===== config.mk =====
export PLATFORM = sky130hd
export DESIGN_NAME = ltet_sensor_flat
export DESIGN_NICKNAME = d
export VERILOG_FILES = /design/src/core/ltet_pkg.sv /design/src/core/ltet_link_if.sv /design/src/core/ltet_sensor.sv /design/src/flat_wrapper.sv
export SDC_FILE = /design/constraint.sdc
export NUM_CORES = 1
export LEC_CHECK = 0
export ABC_AREA = 1
export BUFFER_PORTS_ARGS = -buffer_cell sky130_fd_sc_hd__buf_2
export CAP_MARGIN = 15
export CORE_ASPECT_RATIO = 1.1
export CORE_UTILIZATION = 50
export DETAILED_ROUTE_END_ITERATION = 10
export GPL_ROUTABILITY_DRIVEN = 1
export GPL_TIMING_DRIVEN = 0
export PLACE_DENSITY = 0.68
export SYNTH_ARGS = -nofsm -noshare
export SYNTH_HDL_FRONTEND = slang
export SYNTH_SLANG_ARGS = --single-unit

===== constraint.sdc =====
create_clock -name clk_in -period 6.5 [get_ports clk_in]
set_input_delay 0.325 -clock clk_in [delete_from_list [all_inputs] [get_ports clk_in]]
set_output_delay 0.325 -clock clk_in [all_outputs]
set_load 0.005 [all_outputs]

===== src/core/ltet_pkg.sv =====
// Shared constants and types for line trigger and exposure timing
// Behaviour
// - Exposure and trigger mode commands select behaviour
// - External off mode: exposure is period minus overhead
// - Source never triggers faster than 25.48 us
// - Source keeps trigger period 25.48 us to 2 ms; ltet_source enforces only the lower bound
// - Off mode disables shutter; balancing adjusts gain only
// - Trigger pulse minimum 20.48 us link, 50 us TTL
// - Timed mode: trigger spacing exposure plus 5.1 us
// - Timed shutter programmable 20.38 us to 1.995 ms
// - Timed mode: separate shutter per channel
// - Shutter steps one sensor clock, per channel
// - Pulse mode accumulates while trigger active, spaced triggers
// - Pulse mode widths within documented per-input ranges
// - Source keeps triggering during channel balancing
// - Internal line period 25.48 us to 2 ms
// - Internal off mode: exposure is period minus overhead
// - Internal timed: shutter limited to period minus overhead
// - Sensor clock 149.92 ns, pixel clock eight times faster
// - Receiver discards first line and after long gaps
package ltet_pkg;
	// ****************************************
	// Clock and time figures
	// ****************************************
	localparam int CLK_PS        = 5_000;
	localparam int T_SPCLK_PS    = 149_920;
	localparam int SPCLK_DIV     = (T_SPCLK_PS + CLK_PS / 2) / CLK_PS;
	localparam int PCLK_MULT     = 8;
	localparam int T_OVH_NS      = 5_100;
	localparam int T_MIN_EXP_NS  = 20_380;
	localparam int T_MIN_PER_NS  = 25_480;
	localparam int T_MAX_SH_NS   = 1_995_000;
	localparam int T_MAX_PER_NS  = 2_000_000;
	localparam int T_CL_MIN_NS   = 20_480;
	localparam int T_TTL_MIN_NS  = 50_000;
	localparam int T_GAP_NS      = 2_000_000;

	// ****************************************
	// Counts in sensor clocks and in clk cycles
	// ****************************************
	localparam int SP_W = 14;
	localparam logic [SP_W-1:0] OVH_SP =
		SP_W'((T_OVH_NS * 1000 + T_SPCLK_PS - 1) / T_SPCLK_PS);
	localparam logic [SP_W-1:0] MIN_EXP_SP =
		SP_W'((T_MIN_EXP_NS * 1000 + T_SPCLK_PS - 1) / T_SPCLK_PS);
	localparam logic [SP_W-1:0] MIN_PER_SP =
		SP_W'((T_MIN_PER_NS * 1000 + T_SPCLK_PS - 1) / T_SPCLK_PS);
	localparam logic [SP_W-1:0] MAX_SH_SP =
		SP_W'(T_MAX_SH_NS * 1000 / T_SPCLK_PS);
	localparam logic [SP_W-1:0] MAX_PER_SP =
		SP_W'(T_MAX_PER_NS * 1000 / T_SPCLK_PS);
	localparam int CL_MIN_CYC  = (T_CL_MIN_NS * 1000 + CLK_PS - 1) / CLK_PS;
	localparam int TTL_MIN_CYC = (T_TTL_MIN_NS * 1000 + CLK_PS - 1) / CLK_PS;
	localparam int MIN_PER_CYC = (T_MIN_PER_NS * 1000 + CLK_PS - 1) / CLK_PS;
	localparam int MAX_SH_CYC  = T_MAX_SH_NS * 1000 / CLK_PS;
	localparam int OVH_CYC     = (T_OVH_NS * 1000 + CLK_PS - 1) / CLK_PS;
	localparam int GAP_CYC     = (T_GAP_NS * 1000 + CLK_PS - 1) / CLK_PS;
	localparam int SPD_W = 5;
	localparam int WID_W = 14;
	localparam int HC_W  = 20;

	// ****************************************
	// Mode commands
	// ****************************************
	localparam logic [1:0] EXP_OFF   = 2'h0;
	localparam logic [1:0] EXP_TIMED = 2'h1;
	localparam logic [1:0] EXP_PULSE = 2'h2;

	// ****************************************
	// Source register map
	// ****************************************
	localparam int ADDR_W = 8;
	localparam int DATA_W = 32;
	localparam logic [ADDR_W-1:0] REG_CTRL   = 8'h00;
	localparam logic [ADDR_W-1:0] REG_PERIOD = 8'h04;
	localparam logic [ADDR_W-1:0] REG_WIDTH  = 8'h08;
	localparam logic [ADDR_W-1:0] REG_EXPO   = 8'h0C;
	localparam logic [ADDR_W-1:0] REG_STATUS = 8'h10;
	localparam int CTRL_RUN   = 0;
	localparam int CTRL_TTL   = 1;
	localparam int CTRL_PULSE = 2;
	localparam int STAT_DISC  = 0;
	localparam int STAT_RUN   = 1;
	localparam int LCNT_W     = 16;
	localparam int LCNT_LSB   = 16;

	typedef enum {LTET_IDLE, LTET_HIGH, LTET_LOW} ltet_gen_t;
endpackage


===== src/core/ltet_link_if.sv =====
// Trigger and line timing link between source and sensor
`timescale 1ns/10ps
interface ltet_link_if;
	logic trig_cl;
	logic trig_ttl;
	logic line_start;
	logic accum_ch1;
	logic accum_ch2;

	modport dev_mp (
		input  trig_cl,
		input  trig_ttl,
		output line_start,
		output accum_ch1,
		output accum_ch2
	);
	modport src_mp (
		output trig_cl,
		output trig_ttl,
		input  line_start,
		input  accum_ch1,
		input  accum_ch2
	);
endinterface


===== src/core/ltet_sensor.sv =====
// Sensor end: line start and per-channel exposure timing
`timescale 1ns/10ps
module ltet_sensor #(
	parameter int TTL_MIN_CYC = ltet_pkg::TTL_MIN_CYC
) (
	input  wire logic                      clk_in,
	input  wire logic                      rst_n_in,
	ltet_link_if.dev_mp                    link,
	input  wire logic [1:0]                exp_mode_command_in,
	input  wire logic                      trigger_mode_command_in,
	input  wire logic                      trig_ttl_sel_in,
	input  wire logic [ltet_pkg::SP_W-1:0] line_period_in,
	input  wire logic [ltet_pkg::SP_W-1:0] shutter_ch1_in,
	input  wire logic [ltet_pkg::SP_W-1:0] shutter_ch2_in,
	output logic                           line_start_out,
	output logic                           accum_ch1_out,
	output logic                           accum_ch2_out,
	output logic                           spclk_out,
	output logic                           pclk_stb_out,
	output logic                           shutter_en_out,
	output logic                           balance_gain_only_out,
	output logic                           trig_reject_out,
	output logic                           trig_short_out
);
	localparam int W = ltet_pkg::SP_W;

	// ****************************************
	// State
	// ****************************************
	typedef struct packed {
		logic [1:0]                  cl_sync;
		logic [1:0]                  ttl_sync;
		logic                        trig_d;
		logic [ltet_pkg::SPD_W-1:0]  div;
		logic [ltet_pkg::SPD_W-1:0]  frac;
		logic                        spclk;
		logic                        pclk;
		logic [ltet_pkg::WID_W-1:0]  wid;
		logic [W-1:0]                per;
		logic [W-1:0]                meas;
		logic [W-1:0]                acc;
		logic                        acc1;
		logic                        acc2;
		logic                        pw_run;
		logic                        first;
		logic                        line;
		logic                        reject;
		logic                        short_p;
	} ltet_dev_state_t;

	ltet_dev_state_t state_reg;
	ltet_dev_state_t state_next;

	function automatic logic [W-1:0] ltet_clamp(
		input logic [W-1:0] v,
		input logic [W-1:0] lo,
		input logic [W-1:0] hi
	);
		if (v < lo)
			return lo;
		if (v > hi)
			return hi;
		return v;
	endfunction

	function automatic logic [W-1:0] ltet_sub(
		input logic [W-1:0] a,
		input logic [W-1:0] b
	);
		return (a > b) ? a - b : '0;
	endfunction

	logic                       trig;
	logic                       tick;
	logic                       ext;
	logic                       pulse_width_exposure_mode;
	logic                       qualify;
	logic                       fall;
	logic                       start;
	logic [ltet_pkg::WID_W-1:0] min_w;
	logic [W-1:0]               period;
	logic [W-1:0]               lim;
	logic [W-1:0]               off_t;
	logic [W-1:0]               tgt1;
	logic [W-1:0]               tgt2;
	logic [ltet_pkg::SPD_W:0]   fsum;

	// ****************************************
	// Next state
	// ****************************************
	always_comb begin
		state_next = state_reg;
		state_next.cl_sync = {state_reg.cl_sync[0], link.trig_cl};
		state_next.ttl_sync = {state_reg.ttl_sync[0], link.trig_ttl};
		trig = trig_ttl_sel_in ? state_reg.ttl_sync[1]
			: state_reg.cl_sync[1];
		state_next.trig_d = trig;
		// Sensor clock divider and 8x pixel strobe
		tick = state_reg.div == ltet_pkg::SPD_W'(ltet_pkg::SPCLK_DIV - 1);
		state_next.div = tick ? '0 : state_reg.div + 1'b1;
		state_next.spclk = state_reg.div <
			ltet_pkg::SPD_W'(ltet_pkg::SPCLK_DIV / 2);
		fsum = {1'b0, state_reg.frac} + (ltet_pkg::SPD_W + 1)'(ltet_pkg::PCLK_MULT);
		state_next.pclk = fsum >= (ltet_pkg::SPD_W + 1)'(ltet_pkg::SPCLK_DIV);
		state_next.frac = state_next.pclk
			? ltet_pkg::SPD_W'(fsum - (ltet_pkg::SPD_W + 1)'(ltet_pkg::SPCLK_DIV))
			: ltet_pkg::SPD_W'(fsum);
		// Mode decode
		ext = trigger_mode_command_in;
		pulse_width_exposure_mode = ext && exp_mode_command_in == ltet_pkg::EXP_PULSE;
		// Pulse width qualification
		min_w = trig_ttl_sel_in ? ltet_pkg::WID_W'(TTL_MIN_CYC)
			: ltet_pkg::WID_W'(ltet_pkg::CL_MIN_CYC);
		if (!trig)
			state_next.wid = '0;
		else if (state_reg.wid != min_w)
			state_next.wid = state_reg.wid + 1'b1;
		qualify = ext && trig && state_reg.wid == min_w - 1'b1;
		fall = state_reg.trig_d && !trig;
		state_next.short_p = ext && fall && state_reg.wid < min_w;
		// Exposure targets in sensor clocks
		period = ltet_clamp(line_period_in, ltet_pkg::MIN_PER_SP,
			ltet_pkg::MAX_PER_SP);
		off_t = ext ? state_reg.meas : period;
		off_t = ltet_clamp(ltet_sub(off_t, ltet_pkg::OVH_SP),
			ltet_pkg::MIN_EXP_SP, ltet_pkg::MAX_PER_SP);
		lim = ext ? ltet_pkg::MAX_SH_SP
			: ltet_clamp(ltet_sub(period, ltet_pkg::OVH_SP),
				ltet_pkg::MIN_EXP_SP, ltet_pkg::MAX_SH_SP);
		if (exp_mode_command_in == ltet_pkg::EXP_TIMED) begin
			tgt1 = ltet_clamp(shutter_ch1_in, ltet_pkg::MIN_EXP_SP, lim);
			tgt2 = ltet_clamp(shutter_ch2_in, ltet_pkg::MIN_EXP_SP, lim);
		end else begin
			tgt1 = off_t;
			tgt2 = off_t;
		end
		// Period counter
		if (tick && state_reg.per != {W{1'b1}})
			state_next.per = state_reg.per + 1'b1;
		// Line start
		start = 1'b0;
		state_next.reject = 1'b0;
		if (!ext)
			start = tick && state_reg.per + 1'b1 >= period;
		else if (qualify) begin
			start = state_reg.first ||
				state_reg.per > ltet_pkg::MIN_PER_SP;
			state_next.reject = !start;
		end
		state_next.line = start;
		// Accumulation
		if (start) begin
			state_next.per = '0;
			state_next.meas = state_reg.per;
			state_next.first = 1'b0;
			state_next.acc = '0;
			state_next.acc1 = 1'b1;
			state_next.acc2 = 1'b1;
			state_next.pw_run = pulse_width_exposure_mode;
		end else if (state_reg.pw_run) begin
			if (tick)
				state_next.acc = state_reg.acc + 1'b1;
			if (!trig || (tick && state_reg.acc + 1'b1 >=
				ltet_pkg::MAX_SH_SP)) begin
				state_next.pw_run = 1'b0;
				state_next.acc1 = 1'b0;
				state_next.acc2 = 1'b0;
			end
		end else if (tick) begin
			state_next.acc = state_reg.acc + 1'b1;
			if (state_reg.acc + 1'b1 >= tgt1)
				state_next.acc1 = 1'b0;
			if (state_reg.acc + 1'b1 >= tgt2)
				state_next.acc2 = 1'b0;
		end
	end

	// ****************************************
	// Registers
	// ****************************************
	always_ff @(posedge clk_in or negedge rst_n_in) begin
		if (!rst_n_in) begin
			state_reg <= '0;
			state_reg.first <= 1'b1;
		end else begin
			state_reg <= state_next;
		end
	end

	// ****************************************
	// Outputs
	// ****************************************
	assign line_start_out = state_reg.line;
	assign accum_ch1_out = state_reg.acc1;
	assign accum_ch2_out = state_reg.acc2;
	assign spclk_out = state_reg.spclk;
	assign pclk_stb_out = state_reg.pclk;
	assign trig_reject_out = state_reg.reject;
	assign trig_short_out = state_reg.short_p;
	assign shutter_en_out = exp_mode_command_in != ltet_pkg::EXP_OFF;
	assign balance_gain_only_out =
		exp_mode_command_in == ltet_pkg::EXP_OFF;
	assign link.line_start = state_reg.line;
	assign link.accum_ch1 = state_reg.acc1;
	assign link.accum_ch2 = state_reg.acc2;
endmodule


===== src/flat_wrapper.sv =====
// flat-port wrapper written by rule: the top's interface ports become plain ports
module ltet_sensor_flat 
#(
	parameter int TTL_MIN_CYC = ltet_pkg::TTL_MIN_CYC
)
  (clk_in, rst_n_in, exp_mode_command_in, trigger_mode_command_in, trig_ttl_sel_in, line_period_in, shutter_ch1_in, shutter_ch2_in, line_start_out, accum_ch1_out, accum_ch2_out, spclk_out, pclk_stb_out, shutter_en_out, balance_gain_only_out, trig_reject_out, trig_short_out, link_trig_cl, link_trig_ttl, link_line_start, link_accum_ch1, link_accum_ch2);
  ltet_link_if link_i ();
  input  wire logic clk_in;
  input  wire logic rst_n_in;
  input  wire logic [1:0] exp_mode_command_in;
  input  wire logic trigger_mode_command_in;
  input  wire logic trig_ttl_sel_in;
  input  wire logic [ltet_pkg::SP_W-1:0] line_period_in;
  input  wire logic [ltet_pkg::SP_W-1:0] shutter_ch1_in;
  input  wire logic [ltet_pkg::SP_W-1:0] shutter_ch2_in;
  output logic line_start_out;
  output logic accum_ch1_out;
  output logic accum_ch2_out;
  output logic spclk_out;
  output logic pclk_stb_out;
  output logic shutter_en_out;
  output logic balance_gain_only_out;
  output logic trig_reject_out;
  output logic trig_short_out;
  input wire logic [$bits(link_i.trig_cl)-1:0] link_trig_cl;
  input wire logic [$bits(link_i.trig_ttl)-1:0] link_trig_ttl;
  output wire logic [$bits(link_i.line_start)-1:0] link_line_start;
  output wire logic [$bits(link_i.accum_ch1)-1:0] link_accum_ch1;
  output wire logic [$bits(link_i.accum_ch2)-1:0] link_accum_ch2;
  assign link_i.trig_cl = link_trig_cl;
  assign link_i.trig_ttl = link_trig_ttl;
  assign link_line_start = link_i.line_start;
  assign link_accum_ch1 = link_i.accum_ch1;
  assign link_accum_ch2 = link_i.accum_ch2;
  ltet_sensor #(.TTL_MIN_CYC(TTL_MIN_CYC)) u_core (.clk_in(clk_in), .rst_n_in(rst_n_in), .link(link_i), .exp_mode_command_in(exp_mode_command_in), .trigger_mode_command_in(trigger_mode_command_in), .trig_ttl_sel_in(trig_ttl_sel_in), .line_period_in(line_period_in), .shutter_ch1_in(shutter_ch1_in), .shutter_ch2_in(shutter_ch2_in), .line_start_out(line_start_out), .accum_ch1_out(accum_ch1_out), .accum_ch2_out(accum_ch2_out), .spclk_out(spclk_out), .pclk_stb_out(pclk_stb_out), .shutter_en_out(shutter_en_out), .balance_gain_only_out(balance_gain_only_out), .trig_reject_out(trig_reject_out), .trig_short_out(trig_short_out));
endmodule

* Yosys cells after proc, flatten, opt, wreduce, memory -nomap -nowiden *
Index checks and enable logic that the tools add are counted.

word-level totals
  register bits after elaboration = 80
  input port bits = 50
  output and inout bits = 12
  word-level logic and storage cells = 142

cells by class
  add/subtract/negate cells = 9
  order comparisons = 20
  eq/ne operators = 8
  muxes and demuxes = 65
  reduce and logical (&&, ||, !) cells = 22

operators with widths
  cell                     count
  $mux W14                 31
  $lt A14 B8 Y1 const B    5
  $add A14 B1 Y14 const B  3
  $ge A14 B14 Y1           3
  $gt A14 B14 Y1 const B   3
  $mux W16                 2
  $gt A14 B14 Y1           2
  $gt A14 B6 Y1 const B    2
  $mux W28                 1
  $sub A14 B6 Y14 const B  2
  $mux W1                  27
  $mux W17                 1
  $eq A14 B14 Y1           1
  $ge A14 B14 Y1 const B   1
  $gt A14 B8 Y1 const B    1
  $lt A14 B14 Y1           1
  $ne A14 B14 Y1           1
  $ne A14 B14 Y1 const B   1
  $sub A14 B1 Y14 const B  1
  $mux W5                  2
  $logic_and A1 B1 Y1      9
  $reduce_bool A3 Y1       3
  $add A5 B4 Y6 const B    1
  $ge A6 B5 Y1 const B     1
  14 further kinds         19

* Logic depth before layout (Yosys ltp) *
Gate-level depths: netlist (run 1).

  depth in word-level cells = 25
  mapped depth = 51

* Worst setup path before layout (run 1) *
No wires, ideal clock.

  path kind = input port to flip-flop
  start point = input port line_period_in[8] (netlist name)
  end point = register u_core.state_reg (netlist bit u_core.accum_ch2_out)
  library setup time = 83 ps
  data arrival time = 5547 ps
  data required time = 6417 ps
  slack = 871 ps
  cell stages on the path = 43
  cells stage by stage = nor2_2 -> nand2_1 -> and2b_1 -> nand2_2 -> nand2_4 -> buf_8 -> nand2_1 -> nor2_1 -> ha_1 -> inv_1 -> nand3_1 -> nand2_2 -> nand2_1 -> xor2_1 -> nand2_2 -> inv_1 -> a21boi_1 -> nor2_2 -> [7 not listed] -> nand2_4 -> nand2_4 -> buf_6 -> nor2_1 -> o21ai_1 -> inv_1 -> ha_1 -> nand2_1 -> nor2_1 -> o21ai_0 -> o211ai_1 -> a221oi_1 -> o21ai_0 -> nand2_1 -> a21oi_1 -> a2111oi_0 -> a21oi_1 -> o21ai_0

between the ends
  cells in the longest elaborated chain, start to end = 23

ends and longest elaborated chain
  what                                              line                text
  start, declared                                   flat_wrapper.sv:13  input wire logic [ltet_pkg::SP_W-1:0] line_period_in;
  $gt A14 B14 Y1                                    ltet_sensor.sv:61   if (v > hi)
  $mux W1 (2 in a row)                              ltet_sensor.sv:61
  $mux W14                                          ltet_sensor.sv:63   return v;
  $mux W14 *                                        ltet_sensor.sv:61
  $sub A14 B6 Y14 or $gt A14 B6 Y1 (tied branches)  ltet_sensor.sv:70   return (a > b) ? a - b : '0;
  $mux W14                                          ltet_sensor.sv:70
  $gt A14 B14 Y1                                    ltet_sensor.sv:61
  $mux W1 (2 in a row)                              ltet_sensor.sv:61
  [4 not listed]                                    --
  $mux W1 (2 in a row)                              ltet_sensor.sv:61
  $mux W1                                           ltet_sensor.sv:130  if (exp_mode_command_in == ltet_pkg::EXP_TIMED) begin
  $mux W14                                          ltet_sensor.sv:63
  $mux W14                                          ltet_sensor.sv:61
  $mux W14                                          ltet_sensor.sv:130
  $ge A14 B14 Y1                                    ltet_sensor.sv:173  if (state_reg.acc + 1'b1 >= tgt2)
  $reduce_bool A3 Y1 (no source line)               --
  $reduce_and A3 Y1 (no source line)                --
  end signal, assigned                              ltet_sensor.sv:186  state_reg <= state_next;
  end, declared                                     ltet_sensor.sv:51   ltet_dev_state_t state_reg;

Every way passes the cells marked *; elsewhere a longest branch is shown, timed or not. The select of a mux whose other input is x is not followed.
A chain may end at the register's enable or synchronous reset.

* Worst setup path after layout (run 1) *
  start point = input port line_period_in[11] (netlist name)
  end point = register u_core.state_reg (netlist bit u_core.accum_ch1_out)

between the ends
  cells in the longest elaborated chain, start to end = 23

ends and longest elaborated chain
  what                                              line                text
  $gt A14 B14 Y1                                    ltet_sensor.sv:61
  $mux W1 (2 in a row)                              ltet_sensor.sv:61
  $mux W14                                          ltet_sensor.sv:63
  $mux W14 *                                        ltet_sensor.sv:61
  $sub A14 B6 Y14 or $gt A14 B6 Y1 (tied branches)  ltet_sensor.sv:70
  $mux W14                                          ltet_sensor.sv:70
  $gt A14 B14 Y1                                    ltet_sensor.sv:61
  $mux W1 (2 in a row)                              ltet_sensor.sv:61
  [4 not listed]                                    --
  $mux W1 (2 in a row)                              ltet_sensor.sv:61
  $mux W1                                           ltet_sensor.sv:130
  $mux W14                                          ltet_sensor.sv:63
  $mux W14                                          ltet_sensor.sv:61
  $mux W14                                          ltet_sensor.sv:130
  $ge A14 B14 Y1                                    ltet_sensor.sv:171  if (state_reg.acc + 1'b1 >= tgt1)
  $reduce_bool A3 Y1 (no source line)               --
  $reduce_and A3 Y1 (no source line)                --

Marks and branches as above.

==> results.ini, run 1 <==
[final_layout]
drive_above_1_share = 0.149
largest_register_ffs = 70
layout.cells.non_filler = 1457
diodes = 0
nets = 1393
final_core_util = 0.594
n_fill_cell = 1450
area_growth_pct = 15.3

[floorplanning]
io_pins = 62
core_area_sq_mm = 0.0152
start_util = 0.515
die_w_um = 121
dieArea_sq_mm = 0.0161
die_y_um = 133
rows = 47

[global_routing]
grt_max_degree = 63
grt_pass1_vias = 7187
antenna_found_initial = 0
grt_first_pass_wirelength_um = 33600
grt_use_total = 0.263
global_route.overflow_total = 0

[worst_setup_path]
r2r_slack_ps = 1970
critPathLaunchType = primary input
crit_path_max_incr_delay_ps = 420
endpoint = u_core.accum_ch1_out
crit_fanout = 7
rr_endpoint = u_core.accum_ch1_out
crit_path_start = line_period_in[11]
path_class = primary input to flop
path_buf_inv = 9
cp_num_cells = 47
r2r_cells = 32
cp.required_ps = 6760
critPathCaptureType = flop
crit_family = compound AO/OA/AOI/OAI gates
crit_slowest_cell = a2111oi_2
reg2reg_from = u_core.state_reg[22]
crit_arrival_ps = 6230

[clock_network]
cts_root_buffer = clkbuf_16
cts_tree = built
clock_latency_ps = 340
cts.clk_slew.worst_paths_ps = 60
cts-buffers-inserted = 9
clockBufferDepth = 2
h-tree-depth = 3
cts.sinks = 79

[sta]
max_freq_mhz = 168
skew_ps = 9.56
setup_total_negative_slack_ps = 0
final_max_slew_viol_count = 0
setup_violations = 0
fin_crit_ps = 5960
hold_viol_final = 0
timing.final.crit_share = 0.918
rsz0062_at_grt = true
worst_pin_slew_ps = 637
max-slew-margin-rel = 0.575

[place]
hpwlAfterDp_um = 16600
dp.cells = 1419
gp_congestion = 0.945
io_buffer_count = 61

[synth]
yosys_warnings = 0
synth_nets = 1298
synth.yosys.seq_area_share = 0.253
ys_ff_latch = 79
synth_enable_flop_cells = 0
synthFlopType = dfrtp_1
ys_types = 58
ys_top_cells_by_area = dfrtp_1 25%, ha_1 14%, nand2_1 11%, inv_1 7.9%, nand3_1 6.6%
syn_inst = 1161
synth_top_cell_by_area = dfrtp_1
synth.avg_cell_area_sq_um = 6.73
synth_top_cell_area_share = 0.250
async_flop_share = 1.00
yosys-top-cells-count = 230 x nand2_1, 165 x inv_1, 134 x nor2_1
synth_most_common_cell = nand2_1
syn_area_sq_mm = 0.00782

[power]
leakage_nw = 4.61
p_per_area_mw_per_mm2 = 163
max-vdd-ir-drop_mv = 0.157

[outcome]
status = finished, final reports clean

[routing]
drtIter0Drc = 514
wl_per_cell_um = 14.1
drt-total-wl_um = 20500
drt-pass1-iter-count = 5
via_per_inst = 5.33
drc = 0
ant_nets = 0
vias = 7763

[hold_path]
min_path_type = primary input to flop

[job]
drv_cap = 0

==> routing by layer <==
layer	GRT usage	routed length, um	vias up	share of wire
met4	0.0830	473	0	0.023
li1	-	-	4020	-
met1	0.342	9510	3542	0.46
met2	0.455	9700	171	0.47
met5	0	0	-	0
met3	0.0261	793	30	0.039
==> power by group <==
group	total [W]	internal, W	switching [W]
clock	0.000504	0.000307	0.000197
sequential	0.000510	0.000503	0.00000743
combinational	0.000453	0.000168	0.000285
total	0.00147	0.000978	0.000489
==> repair_timing <==
item,4_1_cts,5_1_grt
pin swaps,1,15
endpoints found under the setup margin,2,2
hold buffers,1,0
resized for setup,5,35
buffers inserted,2,19
hold endpoints to repair,17,0
==> how the worst min path moves through the flow <==
stage	start	end	slack [ps]	depth (start not counted)
global placement	u_core.state_next[77]	u_core.state_reg[77]	330	0
detailed placement	rst_n_in	u_core.state_reg[42]	230	1
floorplan	rst_n_in	u_core.accum_ch1_out	30	0
global route	link_trig_ttl	u_core.state_next[77]	80	1
CTS	link_trig_ttl	u_core.state_next[77]	80	1
finish	link_trig_cl	u_core.state_next[79]	90	1
==> area by class of cell <==
cell class | count | area (sq um) | area share
multi-input combinational | 877 | 5170 | 0.573
buffer | 25 | 144 | 0.0160
tap | 196 | 245 | 0.0272
clock buffer | 11 | 243 | 0.0269
sequential | 79 | 1980 | 0.219
inverter | 180 | 678 | 0.0752
timing repair buffer | 84 | 503 | 0.0558
clock inverter | 5 | 57.6 | 0.00638
==> per-stage QoR <==
| step | power (W) | area [sq um] | hold slack (ps) | setup WS, ps |
|---|---|---|---|---|
| after floorplan | 0.000809 | 7820 | 29.4 | 871 |
| after global routing | 0.00156 | 9020 | 80.2 | -54.3 |
| after detailed placement | 0.000933 | 8400 | 228 | -747 |
| after CTS | 0.00145 | 8730 | 83.8 | 31.6 |
| final | 0.00147 | 9020 | 94.3 | 536 |
| after global placement | 0.000925 | 8370 | 333 | -677 |
==> worst register-to-register path, delay by kind of cell, from the launching register on <==
| kind | cells | cell delay (ps) |
|---|---|---|
| buf+inv | 2 | 160 |
| simple gates | 15 | 1400 |
| fa+ha+maj | 2 | 560 |
| flops | 1 | 400 |
| compound gates | 13 | 1920 |
==> cell families after synthesis <==
kind of cell,Yosys count,synth area share
multiplexers,1,0.00144
flip-flops,79,0.253
XOR/XNOR,35,0.0392
buffers and inverters,205,0.105
adder cells (fa/ha/maj),87,0.139
AND/OR/NAND/NOR,566,0.327
AO/OA/AOI/OAI,188,0.135
==> placed cells by master, fill, tap and decap left out, types with 3 or more instances in the layout <==
master / synthesis / routed
nor3_1: 22 / 22
buf_4: 4 / 26
nor2_2: 10 / 9
a31oi_1: 4 / 4
o21ai_0: 71 / 66
o21a_1: 4 / 4
dfrtp_1: 78 / 78
ha_1: 87 / 86
clkinvlp_4: 0 / 3
nand4_1: 24 / 24
nand3b_1: 5 / 5
a21oi_2: 3 / 4
nand2_4: 5 / 5
buf_2: 1 / 61
buf_6: 3 / 3
clkbuf_16: 0 / 9
o21ai_1: 13 / 16
inv_2: 12 / 14
nand2_1: 230 / 226
clkbuf_1: 15 / 16
nand2_2: 11 / 15
xor2_1: 30 / 29
nor2_1: 134 / 129
nand3_1: 103 / 101
nor4_1: 10 / 10
xnor2_1: 5 / 5
nand3_2: 2 / 4
nor2_4: 2 / 8
a21oi_1: 67 / 65
o21ai_2: 2 / 3
o211ai_1: 4 / 4
inv_1: 165 / 163
Power figures use the tool's default switching activity.
==> inputs of run 2 (changes only) <==
--- a/config.mk
+++ b/config.mk
@@ -13,7 +13,7 @@
 export DETAILED_ROUTE_END_ITERATION = 10
 export GPL_ROUTABILITY_DRIVEN = 1
 export GPL_TIMING_DRIVEN = 0
-export PLACE_DENSITY = 0.68
+export PLACE_DENSITY = 0.74
 export SYNTH_ARGS = -nofsm -noshare
 export SYNTH_HDL_FRONTEND = slang
 export SYNTH_SLANG_ARGS = --single-unit
==> constraint.sdc (replaced) <==
create_clock -name clk_in -period 5.6 [get_ports clk_in]
set_input_delay 0.28 -clock clk_in [delete_from_list [all_inputs] [get_ports clk_in]]
set_output_delay 0.28 -clock clk_in [all_outputs]
set_load 0.005 [all_outputs]
==> results.ini, run 2 (synthesized netlist as in run 1, its figures left out) <==
[place]
io_buffer_count = 61
gp_congestion = 0.959
hpwlAfterDp_um = 16300
dp.cells = 1419
post-place-ws_ps = -1560

[sta]
timing.final.crit_share = 0.998
max-slew-margin-rel = 0.505
fin_ws_ps = 12.8
rsz0062_at_grt = true
fin_crit_ps = 5590
max_freq_mhz = 179
skew_ps = 5.56
setup_total_negative_slack_ps = 0
setup_violations = 0
final_max_slew_viol_count = 0
hold_viol_final = 0
worst_pin_slew_ps = 743

[clock_network]
cts.sinks = 79
cts_tree = built
h-tree-depth = 3
clockBufferDepth = 2
cts-buffers-inserted = 9
cts_root_buffer = clkbuf_16
clock_latency_ps = 340
cts.clk_slew.worst_paths_ps = 50

[floorplanning]
rows = 47
io_pins = 62
start_util = 0.515
dieArea_sq_mm = 0.0161
die_w_um = 121
die_y_um = 133
core_area_sq_mm = 0.0152

[power]
clockPowerShare = 0.332
internal_power_w = 0.00121
p_per_area_mw_per_mm2 = 188
p_sw_frac = 0.331
finalPower_w = 0.00180
seqPwrFrac = 0.329
max-vdd-ir-drop_mv = 0.169
p_switching_w = 0.000596
combinationalPowerShare = 0.340
leakage_nw = 4.80

[global_routing]
grt_pass1_vias = 7582
antenna_found_initial = 0
grt_use_total = 0.271
global_route.overflow_total = 0
grt_first_pass_wirelength_um = 35000
grt_max_degree = 63

[final_layout]
seqCellArea_sq_mm = 0.00198
n_fill_cell = 1353
layout.cells.non_filler = 1478
area_growth_pct = 22.8
diodes = 0
multiInputGateArea_sq_mm = 0.00552
final_core_util = 0.633
drive_above_1_share = 0.211
nets = 1414
largest_register_ffs = 70
layout_commonest_cell = nand2_1
most-common-layout-cells = 211 x nand2_1, 155 x inv_1, 120 x nor2_1

[routing]
wl_per_cell_um = 14.6
drc = 0
drtIter0Drc = 660
drt-pass1-iter-count = 8
drt-total-wl_um = 21600
via_per_inst = 5.46
ant_nets = 0
vias = 8074

[worst_setup_path]
crit_slowest_cell = ha_1
crit_fanout = 5
crit_arrival_ps = 5840
path_class = primary input to flop
reg2reg_from = u_core.state_reg[21]
cp.required_ps = 5850
critPathLaunchType = primary input
critPathCaptureType = flop
crit_path_max_incr_delay_ps = 290
crit_path_start = line_period_in[8]

[outcome]
status = finished, final reports clean

[hold_path]
min_from = link_trig_ttl
min_path_type = primary input to flop

[job]
drv_cap = 0

run 2: worst max-delay path: cells and delay by family:
family	cells	cell delay (ps)
adder cells (fa/ha/maj)	2	560
AO/OA/AOI/OAI	10	1580
AND/OR/NAND/NOR	27	2770
buffers and inverters	5	630
run 2: per-layer routing:
metal,vias to the layer above,GRT usage,wire length [um]
li1,4062,-,-
met3,46,0.0300,926
met4,0,0.118,663
met2,227,0.452,10300
met5,-,0,0
met1,3739,0.353,9650
run 2: final cells by class:
type / instances / share of cell area
buffer: 25 / 0.0154
inverter: 180 / 0.0712
sequential: 79 / 0.206
clock buffer: 13 / 0.0282
timing repair buffer: 104 / 0.0748
clock inverter: 3 / 0.00417
tap: 196 / 0.0255
multi-input combinational: 878 / 0.575
run 2: what timing repair did:
item	CTS	global route
setup buffers	31	10
gates cloned	1	0
setup endpoints to repair	2	2
hold buffers	1	0
endpoints found under the hold margin	17	0
pin swaps	53	63
resized for setup	90	51
run 2: final timing paths:
kind,slack [ps],depth (start not counted),to
worst max-delay path,10,44,u_core.accum_ch2_out
max in group asynchronous,4640,3,u_core.state_reg[3]
worst min-delay path,50,1,u_core.state_next[77]
min in group asynchronous,360,2,u_core.state_reg[42]
worst min register to register,350,0,u_core.state_reg[77]
worst max register to register,1170,34,u_core.accum_ch2_out
run 2: power groups by stage:
| stage | Clock (W) | Combinational, W | Sequential (W) |
|---|---|---|---|
| after floorplan | 0 | 0.000339 | 0.000600 |
| after global placement | 0 | 0.000468 | 0.000602 |
| after detailed placement | 0 | 0.000479 | 0.000602 |
| after CTS | 0.000612 | 0.000557 | 0.000592 |
| after global routing | 0.000639 | 0.000682 | 0.000593 |
| final | 0.000597 | 0.000612 | 0.000592 |
run 2: metrics by stage:
step | cell area (sq um) | hold slack [ps]
detailed placement | 8400 | 179
global placement | 8370 | 333
CTS | 9320 | 37.1
floorplan | 7820 | -15.6
global route | 9600 | 40.1
finish | 9600 | 50.5
==> inputs of run 3 (changes only) <==
==> constraint.sdc (replaced) <==
create_clock -name clk_in -period 5.6 [get_ports clk_in]
set_input_delay 1.12 -clock clk_in [delete_from_list [all_inputs] [get_ports clk_in]]
set_output_delay 1.12 -clock clk_in [all_outputs]
set_load 0.005 [all_outputs]
==> results.ini, run 3 (synthesized netlist as in run 1, its figures left out) <==
[place]
dpl_cell_area_sq_mm = 0.00846
dp.cells = 1419
io_buffer_count = 61
gp_congestion = 0.942
hpwlAfterDp_um = 16300
post-place-ws_ps = -1810

[worst_setup_path]
rr_endpoint = u_core.accum_ch1_out
r2r_slack_ps = 1170
crit_path_max_incr_delay_ps = 270
crit_path_start = line_period_in[9]
critPathLaunchType = primary input
crit_arrival_ps = 6710
critPathCaptureType = flop
crit_slowest_cell = nor2_4
path_class = primary input to flop
crit_fanout = 9
cp.required_ps = 5860
r2r_cells = 29
reg2reg_from = u_core.state_reg[21]

[global_routing]
global_route.overflow_total = 0
grt_use_total = 0.269
grt_pass1_vias = 7541
grt_max_degree = 60
grt_first_pass_wirelength_um = 34900
antenna_found_initial = 0

[hold_path]
whs_endpoint = u_core.state_reg[79]
min_from = u_core.state_next[79]
whs_path_depth = 0
min_path_type = flop to flop

[clock_network]
cts.clk_slew.worst_paths_ps = 60
cts-buffers-inserted = 9
cts_tree = built
clockBufferDepth = 2
h-tree-depth = 3
clock_latency_ps = 340
cts_root_buffer = clkbuf_16
hold_buffers = 0
cts.sinks = 79

[sta]
fin_crit_ps = 6450
fin_ws_ps = -854
max-slew-margin-rel = 0.569
max_freq_mhz = 155
rsz0062_at_grt = true
worst_pin_slew_ps = 630
setup_total_negative_slack_ps = -1680
final_max_slew_viol_count = 0
skew_ps = 11.0
setup_violations = 2
hold_slack_ps = 341
hold_viol_final = 0
timing.final.crit_share = 1.15

[power]
clockPowerShare = 0.343
p_per_area_mw_per_mm2 = 189
leakage_nw = 4.77
p_switching_w = 0.000596
max-vdd-ir-drop_mv = 0.187
seqPwrFrac = 0.327
combinationalPowerShare = 0.330
p_sw_frac = 0.329
internal_power_w = 0.00121

[floorplanning]
die_w_um = 121
die_y_um = 133
core_area_sq_mm = 0.0152
rows = 47
start_util = 0.515
io_pins = 62
dieArea_sq_mm = 0.0161

[final_layout]
fin_area_sq_mm = 0.00958
diodes = 0
nets = 1407
layout.cells.non_filler = 1470
area_growth_pct = 22.5
multiInputGateArea_sq_mm = 0.00553
layout_commonest_cell = nand2_1
seqCellArea_sq_mm = 0.00198
most-common-layout-cells = 206 x nand2_1, 151 x inv_1, 122 x nor2_1
largest_register_ffs = 70
n_fill_cell = 1358
drive_above_1_share = 0.209

[routing]
wl_per_cell_um = 14.6
via_per_inst = 5.47
vias = 8039
drtIter0Drc = 675
ant_nets = 0
drc = 0
drt-pass1-iter-count = 7
drt-total-wl_um = 21500

[outcome]
violations = negative setup slack
status = finished with violations

[job]
drv_cap = 0

[run 3: changes by cell type in the layout (fill, tap and decap cells not counted), moves of 3 or more]
cell / delta
nand2_1: -5
buf_4: -3
a21oi_1: +3
nor2_2: -6
inv_1: -4
nor2_4: +3
inv_2: +4
nand2_2: +5
[run 3: layout make-up]
class | count | share of cell area
multi-input cells | 877 | 0.578
inverters | 180 | 0.0713
well taps | 196 | 0.0256
plain buffers | 25 | 0.0154
clock buffers | 12 | 0.0257
flip-flops and latches | 79 | 0.207
repair buffers | 98 | 0.0706
clock inverters | 3 | 0.00706
[run 3: power groups by stage]
| stage | sequential (W) | clock, W | combinational [W] |
|---|---|---|---|
| 3_3_place_gp | 0.000602 | 0 | 0.000474 |
| 2_1_floorplan | 0.000600 | 0 | 0.000344 |
| 6_report | 0.000592 | 0.000621 | 0.000597 |
| 5_1_grt | 0.000593 | 0.000652 | 0.000664 |
| 4_1_cts | 0.000592 | 0.000631 | 0.000546 |
| 3_5_place_dp | 0.000602 | 0 | 0.000486 |
[run 3: how the worst max path moves through the flow]
stage                                 to  slack (ps)  cells after the start
finish              u_core.accum_ch1_out        -850                     45
global route        u_core.accum_ch1_out       -1220                     45
CTS                 u_core.accum_ch2_out        -870                     45
detailed placement  u_core.accum_ch1_out       -1810                     44
global placement    u_core.accum_ch1_out       -1850                     46
floorplan           u_core.accum_ch1_out        -660                     48
[run 3: through the flow]
stage	util	total power, W
2_1_floorplan	-	0.000945
3_3_place_gp	0.556	0.00108
3_5_place_dp	0.558	0.00109
4_1_cts	0.609	0.00177
5_1_grt	0.631	0.00191
6_report	0.631	0.00181
[run 3: what timing repair did]
item,4_1_cts,5_1_grt
endpoints found under the setup margin,2,2
resized for setup,69,60
buffers inserted,25,11
pin swaps,48,48
hold endpoints to repair,0,0
[run 3: metal layers]
layer	up-vias	share of wire	GRT usage
met5	-	0	0
met2	242	0.48	0.461
met4	0	0.027	0.103
met3	46	0.041	0.0231
li1	4033	-	-
met1	3718	0.45	0.351
[run 3: worst max-delay path, delay by kind of cell]
family | cells | cell delay [ps]
AO/OA/AOI/OAI | 14 | 2000
AND/OR/NAND/NOR | 18 | 1780
buffers and inverters | 9 | 930
adder cells (fa/ha/maj) | 3 | 670
XOR/XNOR | 1 | 190
